===== config.mk =====
export PLATFORM = sky130hd
export DESIGN_NAME = utp_user_register_block
export DESIGN_NICKNAME = d
export VERILOG_FILES = /design/src/design/utp_user_register_block.v
export VERILOG_INCLUDE_DIRS = /design/src /design/src/design
export SDC_FILE = /design/constraint.sdc
export NUM_CORES = 1
export LEC_CHECK = 0
export BUFFER_PORTS_ARGS = -buffer_cell sky130_fd_sc_hd__buf_4
export CAP_MARGIN = 20
export CORE_AREA = 2 2 241 243
export CTS_CLUSTER_DIAMETER = 50
export DETAILED_ROUTE_END_ITERATION = 10
export DIE_AREA = 0 0 243 245
export PLACE_DENSITY = 0.47
export SLEW_MARGIN = 20
export SYNTH_ARGS = -nofsm -noshare
export SYNTH_HDL_FRONTEND = slang
export SYNTH_SLANG_ARGS = --single-unit

===== constraint.sdc =====
create_clock -name mclk -period 14.5 [get_ports mclk]
set_clock_uncertainty 0.2 [all_clocks]
set_input_delay 1.45 -clock mclk [delete_from_list [all_inputs] [get_ports mclk]]
set_output_delay 1.45 -clock mclk [all_outputs]
set_load 0.01 [all_outputs]

===== src/design/utp_regs.vh =====
// Register map, field positions and reset values of the test-pattern block
`ifndef UTP_REGS_VH
`define UTP_REGS_VH

// ----------------------------------------------------------------------
// Register byte offsets
// ----------------------------------------------------------------------
`define UTP_TX_LENGTH_LOW_OFS 16'h1000
`define UTP_TX_LENGTH_HIGH_OFS 16'h1004
`define UTP_TEST_COMMAND_OFS 16'h1008
`define UTP_LOGIC_RESET_OFS 16'h100C
`define UTP_FIFO_STATUS_OFS 16'h1010
`define UTP_RX_LENGTH_LOW_OFS 16'h1014
`define UTP_RX_LENGTH_HIGH_OFS 16'h1018

// ----------------------------------------------------------------------
// Field positions
// ----------------------------------------------------------------------
`define UTP_CMD_START_BIT 0
`define UTP_CMD_VERIFY_BIT 1
`define UTP_RST_LOGIC_BIT 0
`define UTP_RST_TIMEOUT_BIT 8
`define UTP_RST_LINK_BIT 16
`define UTP_FFS_TXFULL_BIT 24
`define UTP_LEN_HIGH_BITS 11

// ----------------------------------------------------------------------
// Reset values
// ----------------------------------------------------------------------
`define UTP_LEN_RESET 43'h000_0000_0000
`define UTP_WORD_RESET 32'h0000_0000

`endif


===== src/design/utp_user_register_block.v =====
// Test-pattern register block, pattern generator and pattern verifier
`timescale 1ns/1ps
`default_nettype none
`include "utp_regs.vh"

module utp_user_register_block #(
  parameter LEN_W = 43,
  parameter DATA_W = 256,
  parameter ADDR_W = 14
) (
  // Clock and reset
  input wire mclk,
  input wire resetn,
  // Register port, address in 32-bit words
  input wire reg_wr_en,
  input wire [ADDR_W-1:0] reg_addr,
  input wire [31:0] reg_wr_data,
  input wire [3:0] reg_write_byte_mask,
  input wire reg_rd_req,
  output reg [31:0] reg_rd_data,
  output reg reg_read_valid,
  // Core transmit FIFO
  output wire core_tx_fifo_write,
  output wire [DATA_W-1:0] core_tx_fifo_wdata,
  input wire core_tx_fifo_full,
  // Core receive FIFO
  output wire core_rx_fifo_read,
  input wire [DATA_W-1:0] core_rx_fifo_rdata,
  input wire core_rx_fifo_empty,
  input wire [4:0] rx_last_word_bytes,
  input wire [10:0] rx_fifo_word_count,
  // Core status
  input wire core_timeout_irq,
  input wire link_up
);

  // --------------------------------------------------------------------
  // Reset release
  // --------------------------------------------------------------------
  reg rst_meta_q;
  reg rst_sync_q;
  wire rst_n;

  // Release is synchronised so all flops leave reset on one edge
  always @(posedge mclk or negedge resetn)
  begin
    if (!resetn)
    begin
      rst_meta_q <= 1'b0;
      rst_sync_q <= 1'b0;
    end
    else
    begin
      rst_meta_q <= 1'b1;
      rst_sync_q <= rst_meta_q;
    end
  end
  assign rst_n = rst_sync_q;

  // --------------------------------------------------------------------
  // Address decode
  // --------------------------------------------------------------------
  wire [15:0] byte_addr;
  wire sel_txl;
  wire sel_txh;
  wire sel_cmd;
  wire sel_rst;
  wire wr_cmd;
  wire wr_rst;

  // Byte mask unused: every write is a full word
  assign byte_addr = {reg_addr, 2'b00};
  assign sel_txl = (byte_addr == `UTP_TX_LENGTH_LOW_OFS);
  assign sel_txh = (byte_addr == `UTP_TX_LENGTH_HIGH_OFS);
  assign sel_cmd = (byte_addr == `UTP_TEST_COMMAND_OFS);
  assign sel_rst = (byte_addr == `UTP_LOGIC_RESET_OFS);
  assign wr_cmd = reg_wr_en & sel_cmd;
  assign wr_rst = reg_wr_en & sel_rst;

  // --------------------------------------------------------------------
  // Control registers
  // --------------------------------------------------------------------
  reg [LEN_W-1:0] programmed_tx_total;
  reg verify_enable;
  reg logic_reset_q;
  reg timeout_latch_q;

  // Total length, verify mode, self-clearing logic reset
  always @(posedge mclk or negedge rst_n)
  begin
    if (!rst_n)
    begin
      programmed_tx_total <= `UTP_LEN_RESET;
      verify_enable <= 1'b0;
      logic_reset_q <= 1'b0;
    end
    else
    begin
      if (reg_wr_en && sel_txl)
        programmed_tx_total[31:0] <= reg_wr_data;
      if (reg_wr_en && sel_txh)
        programmed_tx_total[LEN_W-1:32] <= reg_wr_data[10:0];
      if (wr_cmd)
        verify_enable <= reg_wr_data[`UTP_CMD_VERIFY_BIT];
      // Pulse lasts one cycle, so the bit reads back as zero
      logic_reset_q <= wr_rst & reg_wr_data[`UTP_RST_LOGIC_BIT];
    end
  end

  // Timeout latch; a new interrupt beats a same-cycle clear
  always @(posedge mclk or negedge rst_n)
  begin
    if (!rst_n)
      timeout_latch_q <= 1'b0;
    else if (core_timeout_irq)
      timeout_latch_q <= 1'b1;
    else if (wr_rst && reg_wr_data[`UTP_RST_TIMEOUT_BIT])
      timeout_latch_q <= 1'b0;
  end

  // --------------------------------------------------------------------
  // Pattern generator
  // --------------------------------------------------------------------
  reg tx_transfer_enable;
  reg [LEN_W-1:0] sent_word_counter;
  wire tx_fire;
  wire [LEN_W-1:0] sent_next;

  assign tx_fire = tx_transfer_enable & ~core_tx_fifo_full;
  assign core_tx_fifo_write = tx_fire;
  assign sent_next = sent_word_counter + {{(LEN_W-1){1'b0}}, 1'b1};

  // Counter doubles as the pattern source for the data bus
  always @(posedge mclk or negedge rst_n)
  begin
    if (!rst_n)
    begin
      tx_transfer_enable <= 1'b0;
      sent_word_counter <= `UTP_LEN_RESET;
    end
    else if (logic_reset_q)
    begin
      tx_transfer_enable <= 1'b0;
      sent_word_counter <= `UTP_LEN_RESET;
    end
    else if (wr_cmd)
    begin
      // Zero total would never terminate, so it does not start
      tx_transfer_enable <= reg_wr_data[`UTP_CMD_START_BIT] &
        (programmed_tx_total != `UTP_LEN_RESET);
      sent_word_counter <= `UTP_LEN_RESET;
    end
    else if (tx_fire)
    begin
      sent_word_counter <= sent_next;
      if (sent_next == programmed_tx_total)
        tx_transfer_enable <= 1'b0;
    end
  end

  // Eight incrementing 32-bit lanes per 256-bit word
  genvar gi;
  generate
    for (gi = 0; gi < DATA_W/32; gi = gi + 1)
    begin : g_tx_lane
      // Lane number kept as a sized constant; only its low bits are used
      localparam [31:0] LANE_NUM = gi;
      wire [2:0] lane_idx = LANE_NUM[2:0];
      assign core_tx_fifo_wdata[gi*32 +: 32] =
        {sent_word_counter[28:0], lane_idx};
    end
  endgenerate

  // --------------------------------------------------------------------
  // Pattern verifier
  // --------------------------------------------------------------------
  reg rx_read_delayed;
  reg [LEN_W-1:0] received_word_counter;
  reg verify_fail_flag;
  wire [DATA_W-1:0] expected_pattern;
  wire mismatch;

  // Drain whenever data is present; no stall from this side
  assign core_rx_fifo_read = ~core_rx_fifo_empty;

  generate
    for (gi = 0; gi < DATA_W/32; gi = gi + 1)
    begin : g_rx_lane
      localparam [31:0] LANE_NUM = gi;
      wire [2:0] lane_idx = LANE_NUM[2:0];
      assign expected_pattern[gi*32 +: 32] =
        {received_word_counter[28:0], lane_idx};
    end
  endgenerate

  assign mismatch = rx_read_delayed & verify_enable &
    (core_rx_fifo_rdata != expected_pattern);

  // Data is valid the cycle after the read strobe
  always @(posedge mclk or negedge rst_n)
  begin
    if (!rst_n)
    begin
      rx_read_delayed <= 1'b0;
      received_word_counter <= `UTP_LEN_RESET;
      verify_fail_flag <= 1'b0;
    end
    else
    begin
      rx_read_delayed <= core_rx_fifo_read;
      if (logic_reset_q)
        received_word_counter <= `UTP_LEN_RESET;
      else if (wr_cmd)
        received_word_counter <= `UTP_LEN_RESET;
      else if (rx_read_delayed)
        received_word_counter <= received_word_counter +
          {{(LEN_W-1){1'b0}}, 1'b1};
      // A mismatch in the clearing cycle still lands
      if (mismatch)
        verify_fail_flag <= 1'b1;
      else if (logic_reset_q || wr_cmd)
        verify_fail_flag <= 1'b0;
    end
  end

  // --------------------------------------------------------------------
  // Read path
  // --------------------------------------------------------------------
  reg [31:0] rd_mux;

  // Unmapped addresses read as zero
  always @*
  begin
    rd_mux = `UTP_WORD_RESET;
    case (byte_addr)
      `UTP_TX_LENGTH_LOW_OFS: rd_mux = sent_word_counter[31:0];
      `UTP_TX_LENGTH_HIGH_OFS:
        rd_mux[10:0] = sent_word_counter[LEN_W-1:32];
      `UTP_TEST_COMMAND_OFS:
      begin
        rd_mux[`UTP_CMD_START_BIT] = tx_transfer_enable;
        rd_mux[`UTP_CMD_VERIFY_BIT] = verify_fail_flag;
      end
      `UTP_LOGIC_RESET_OFS:
      begin
        rd_mux[`UTP_RST_TIMEOUT_BIT] = timeout_latch_q;
        rd_mux[`UTP_RST_LINK_BIT] = link_up;
      end
      `UTP_FIFO_STATUS_OFS:
      begin
        rd_mux[4:0] = rx_last_word_bytes;
        rd_mux[15:5] = rx_fifo_word_count;
        rd_mux[`UTP_FFS_TXFULL_BIT] = core_tx_fifo_full;
      end
      `UTP_RX_LENGTH_LOW_OFS:
        rd_mux = received_word_counter[31:0];
      `UTP_RX_LENGTH_HIGH_OFS:
        rd_mux[10:0] = received_word_counter[LEN_W-1:32];
      default: rd_mux = `UTP_WORD_RESET;
    endcase
  end

  // One flop of latency for data and valid alike
  always @(posedge mclk or negedge rst_n)
  begin
    if (!rst_n)
    begin
      reg_rd_data <= `UTP_WORD_RESET;
      reg_read_valid <= 1'b0;
    end
    else
    begin
      reg_read_valid <= reg_rd_req;
      if (reg_rd_req)
        reg_rd_data <= rd_mux;
    end
  end

endmodule // utp_user_register_block

`default_nettype wire


[Yosys cells after proc, flatten, opt, wreduce, memory -nomap -nowiden]
Cells that the tools add are included.
Word-level totals
  register bits: 170
  input port bits: 330
  output and inout bits: 291
  logic and storage cells: 68
Operators by class
  $add $sub $neg: 2
  equal/unequal tests: 9
  mux-type cells: 23
  bitwise gates (word level): 9
  reductions and logical operators: 11
Operator list (count)
  $mux 43: 6
  $ne 256x256->1: 1
  $eq 14x11->1 const B: 7
  $add 43x1->43 const B: 2
  $eq 43x43->1: 1
  $reduce_bool 43->1: 1
  $pmux 6 s5: 1
  $pmux 7 s2: 2
  $pmux 5 s3: 1
  $pmux 2 s6: 1
  $pmux 2 s5: 1
  $reduce_bool 3->1: 3
  $mux 1: 8
  $and 1x1->1: 7
  $pmux 1 s3: 2
  $pmux 1 s6: 1
  $reduce_bool 2->1: 2
  $logic_and 1x1->1: 3
  $not 1->1: 2
  $reduce_and 2->1: 1
  $logic_or 1x1->1: 1

[Logic depth before layout (Yosys ltp)]
  depth in word-level cells: 6
  mapped depth: 10
  gate-level depth less buffers: 9

[Worst setup path after synthesis]
OpenSTA, ideal clock, no wires.
  path kind: input -> register
  start: in core_rx_fifo_rdata[45]
  end: reg verify_fail_flag
  data arrival time: 3.502 ns
  setup slack: 10.666 ns
  cell stages on the path: 7
  cell sequence: or4_1 o21ai_0 nand4_1 or4_1 or4_1 nor4_1 o22ai_1
On the way
  cells in the longest elaborated chain, start to end: 3
  elaborated cells between the ends (all ways): 4
  those cells by class: eq/ne (1); mux (1); bitwise (1); reduce/logical (1)
RTL lines
  from (decl): line utp_user_register_block.v:28  | input wire [DATA_W-1:0] core_rx_fifo_rdata,
  $ne 256x256->1 (*): line utp_user_register_block.v:197  | (core_rx_fifo_rdata != expected_pattern);
  $and 1x1->1 (*): line utp_user_register_block.v:196  | assign mismatch = rx_read_delayed & verify_enable &
  $mux 1 / $reduce_bool 2->1 (equally long branches)
  to (signal assigned): line utp_user_register_block.v:206  | verify_fail_flag <= 1'b0;
  to (signal assigned): line utp_user_register_block.v:220  | verify_fail_flag <= 1'b1;
  to (signal assigned): line utp_user_register_block.v:222  | verify_fail_flag <= 1'b0;
  to (decl): line utp_user_register_block.v:179  | reg verify_fail_flag;
Every way passes the cells marked *; elsewhere a longest branch is shown, timed or not.
A chain may end at the register's enable or synchronous reset.

[Worst setup path after layout]
  start: reg sent_word_counter[0]
  end: reg tx_transfer_enable
On the way
  cells in the longest elaborated chain, start to end: 4
RTL lines
  from (decl): line utp_user_register_block.v:125  | reg [LEN_W-1:0] sent_word_counter;
  from (signal assigned): line utp_user_register_block.v:139  | sent_word_counter <= `UTP_LEN_RESET;
  from (signal assigned): line utp_user_register_block.v:144  | sent_word_counter <= `UTP_LEN_RESET;
  from (signal assigned): line utp_user_register_block.v:151  | sent_word_counter <= `UTP_LEN_RESET;
  $add 43x1->43: line utp_user_register_block.v:131  | assign sent_next = sent_word_counter + {{(LEN_W-1){1'b0}}, 1'b1};
  $eq 43x43->1: line utp_user_register_block.v:156  | if (sent_next == programmed_tx_total)
  $reduce_bool 3->1 (no line)
  $reduce_and 2->1 (no line)
  to (signal assigned): line utp_user_register_block.v:149  | tx_transfer_enable <= reg_wr_data[`UTP_CMD_START_BIT] &
  to (decl): line utp_user_register_block.v:124  | reg tx_transfer_enable;
No other way between the ends.

==> impl_results.md <==
* Gate Count Post-Synth at 1598
* Max Cap Viol at 0
* Delay-heaviest family, CP: simple AND/OR/NAND/NOR gates
* Total wire length at 60400 µm
* ANT cells at 0
* Worst Hold Class: register to register
* Largest net degree at the start of global routing at 70
* Setup_tns at 0 ns
* Slowest cell delay on critical path at 0.77 ns
* Area leader, netlist: dfrtp_1
* Final Setup Violations at 0
* Critical path buffers and inverters at 0
* Post-synth EDFFs at 0
* DR vias/cell at 4.82
* Hold bufs inserted after CTS at 0
* Routed WL per cell at 22.5 µm
* Total number of vias at 12.9k
* Worst skew pair latency at 0.48 ns
* Overall power at 0.00160 W
* Multi-input logic area at 7170 µm²
* Grt total ovfl at 0
* Drt drc at 0
* Yosys reg bits at 170
* Final hold slack at 0.149 ns
* DPL Wire Length at 48000 µm
* Top cells by area, synth: dfrtp_1 31%, buf_4 14%, xnor2_1 7.3%
* Seq/Total Area, Yosys at 0.308
* Synth top area share at 0.308
* Rows at 88
* Clk buf depth at 2
* Die ar. at 59500 µm²
* WS Path Type: register to register
* Core Footprint at 57000 µm²
* Post-CTS Setup Inserts at 0
* CTS buffer count at 17
* Worst VDD drop at 0.0000780 V
* Starting density of the core at 0.242
* Max_slew headroom at 0.384
* RSZ-0062 raised after global routing: false
* Die X at 243 µm
* DR pass1 iterations at 7
* GP Congestion at 0.892
* Root Buffer: clkbuf_16
* CP arrival at 4.55 ns
* Final slew viol count at 0
* Total Nets Final at 2235
* CP endpoint kind: register
* First-pass GRT wire length at 85500 µm
* TritonCTS clock tree: built
* I/O Pins at 621
* FILL cells at 6172
* Period utilization at 0.302
* DRT iter0 DRCs at 899
* Synth Cell Area at 13800 µm²
* Syn avg cell area at 8.65 µm²
* Synthesis Warnings at 0
* Slowest cell on the critical path: dfrtp_1
* Fin crit period at 4.39 ns
* Critical path peak fanout at 14
* # resized after CTS at 0
* Die Ht at 245 µm
* Primary FF master, synth: dfrtp_1
* Remaining antenna violation count at 0
* Worst-Margin Slew at 0.918 ns
* Clock slew at reported path FFs at 0.07 ns
* Netlist cell types at 72
* Register Area at 4260 µm²
* Antenna violations before repair at 1
* Final Hold Vio Count at 0
* Port Buffers at 592
* Clock Sink Count at 170
* Most frequent cell on the critical path: or4_1
* Outcome: finished clean
* Gr usage total at 0.196
* Worst Path Required at 14.66 ns
* Layout cells sized above 1 at 0.373
* H-tree Lvls at 4
* Final Util at 0.310
* PD cells at 90.5 nW/µm²
* Number of global-route vias before repair at 12.6k
* Ys async rst share at 1.00
* Leakage power at 8.04 nW
* F_max at 0.228 GHz
* Area growth from synthesis to layout at 27.7%
* Startpoint types: register
* Cell chain of the critical path: ha_1, nand4_2, nor4_4, nand4_4, xnor2_1, o211ai_1, or4_1, or4_1, o31a_1
-- layout make-up --
cell class              instances  area share
inverters                      30     0.00638
multi-input cells            1074       0.406
repair buffers                610       0.259
clock inverters                14     0.00836
clock buffers                  18      0.0249
well taps                     765      0.0542
flip-flops and latches        170       0.241
-- metrics by stage --
step           worst slack [ns]  instances  cell area [µm²]
2_1_floorplan              9.21       1621            13900
3_3_place_gp               9.52       2649            17100
3_5_place_dp               9.53       2649            17100
4_1_cts                   10.05       2681            17700
5_1_grt                    9.90       2681            17700
6_report                  10.11       2681            17700
-- cell families (layout without fill, tap and decap cells) --
logic type / Yosys count / after routing / share of synthesized area
other: 2 / 25 / 0.000543
multiplexers: 66 / 66 / 0.0620
AO/OA/AOI/OAI: 183 / 183 / 0.0837
buffers and inverters: 377 / 672 / 0.182
flip-flops: 170 / 170 / 0.308
adder cells (fa/ha/maj): 2 / 2 / 0.00181
XOR/XNOR: 211 / 211 / 0.134
AND/OR/NAND/NOR: 587 / 587 / 0.229
-- final timing paths --
check,from,slack (ns),depth (start not counted),endpoint
min in group asynchronous,rst_n,0.19,0,rx_read_delayed
worst min-delay path,rst_meta_q,0.15,0,rst_n
worst min register to register,rst_meta_q,0.15,0,rst_n
max in group asynchronous,rst_n,12.43,1,programmed_tx_total[19]
worst max-delay path,sent_word_counter[0],10.11,9,tx_transfer_enable
worst max register to register,sent_word_counter[0],10.11,9,tx_transfer_enable
-- synth_stat cells (31+ instances only) --
master      n
buf_4     257
nand2_1    64
or3_1      31
nor4_1     40
and3_1     59
nor2_1    145
xnor2_1   116
nand4_1    52
dfrtp_1   170
clkbuf_1   51
xor2_1     95
nor3_1     63
a21oi_1    58
o22ai_1    31
mux2_2     44
nand3_1    62
-- registers in the layout, indices dropped and copies added (netlist names) --
| register | cells |
|---|---|
| programmed_tx_total | 43 |
| rst_n | 1 |
| logic_reset_q | 1 |
| reg_rd_data | 32 |
| timeout_latch_q | 1 |
| sent_word_counter | 43 |
| rst_meta_q | 1 |
| verify_fail_flag | 1 |
| verify_enable | 1 |
| reg_read_valid | 1 |
| received_word_counter | 43 |
| tx_transfer_enable | 1 |
| rx_read_delayed | 1 |
-- metal layers --
metal / vias up / track usage / wire length [µm]
met5: - / 0 / 0
met4: 0 / 0.0469 / 957
met3: 46 / 0.0485 / 3950
met2: 506 / 0.360 / 31500
met1: 6390 / 0.228 / 24000
li1: 5968 / - / -
-- layout by cell type, fill, tap and decap left out, types with 5 or more instances in the layout --
cell	instances
xnor2_1	116
nand3_1	62
a31oi_1	8
nand4_1	52
o22ai_1	31
a21oi_1	58
mux2_2	44
nor4_1	38
mux4_2	10
or3_1	31
and2_1	7
nand2_1	63
dfrtp_1	169
clkbuf_16	17
a22oi_1	27
a221oi_1	6
or4_1	11
nor2_1	145
xor2_1	95
buf_4	610
and4_1	15
o21ai_0	26
nand2b_1	5
and3_1	59
nor3_1	63
conb_1	25
inv_1	30
mux2i_1	11
-- where the power goes --
part,switching (W),internal [W]
combinational,0.000218,0.000254
sequential,0.000153,0.000502
clock,0.000213,0.000258
No activity file was read; power rests on OpenSTA's default activity.
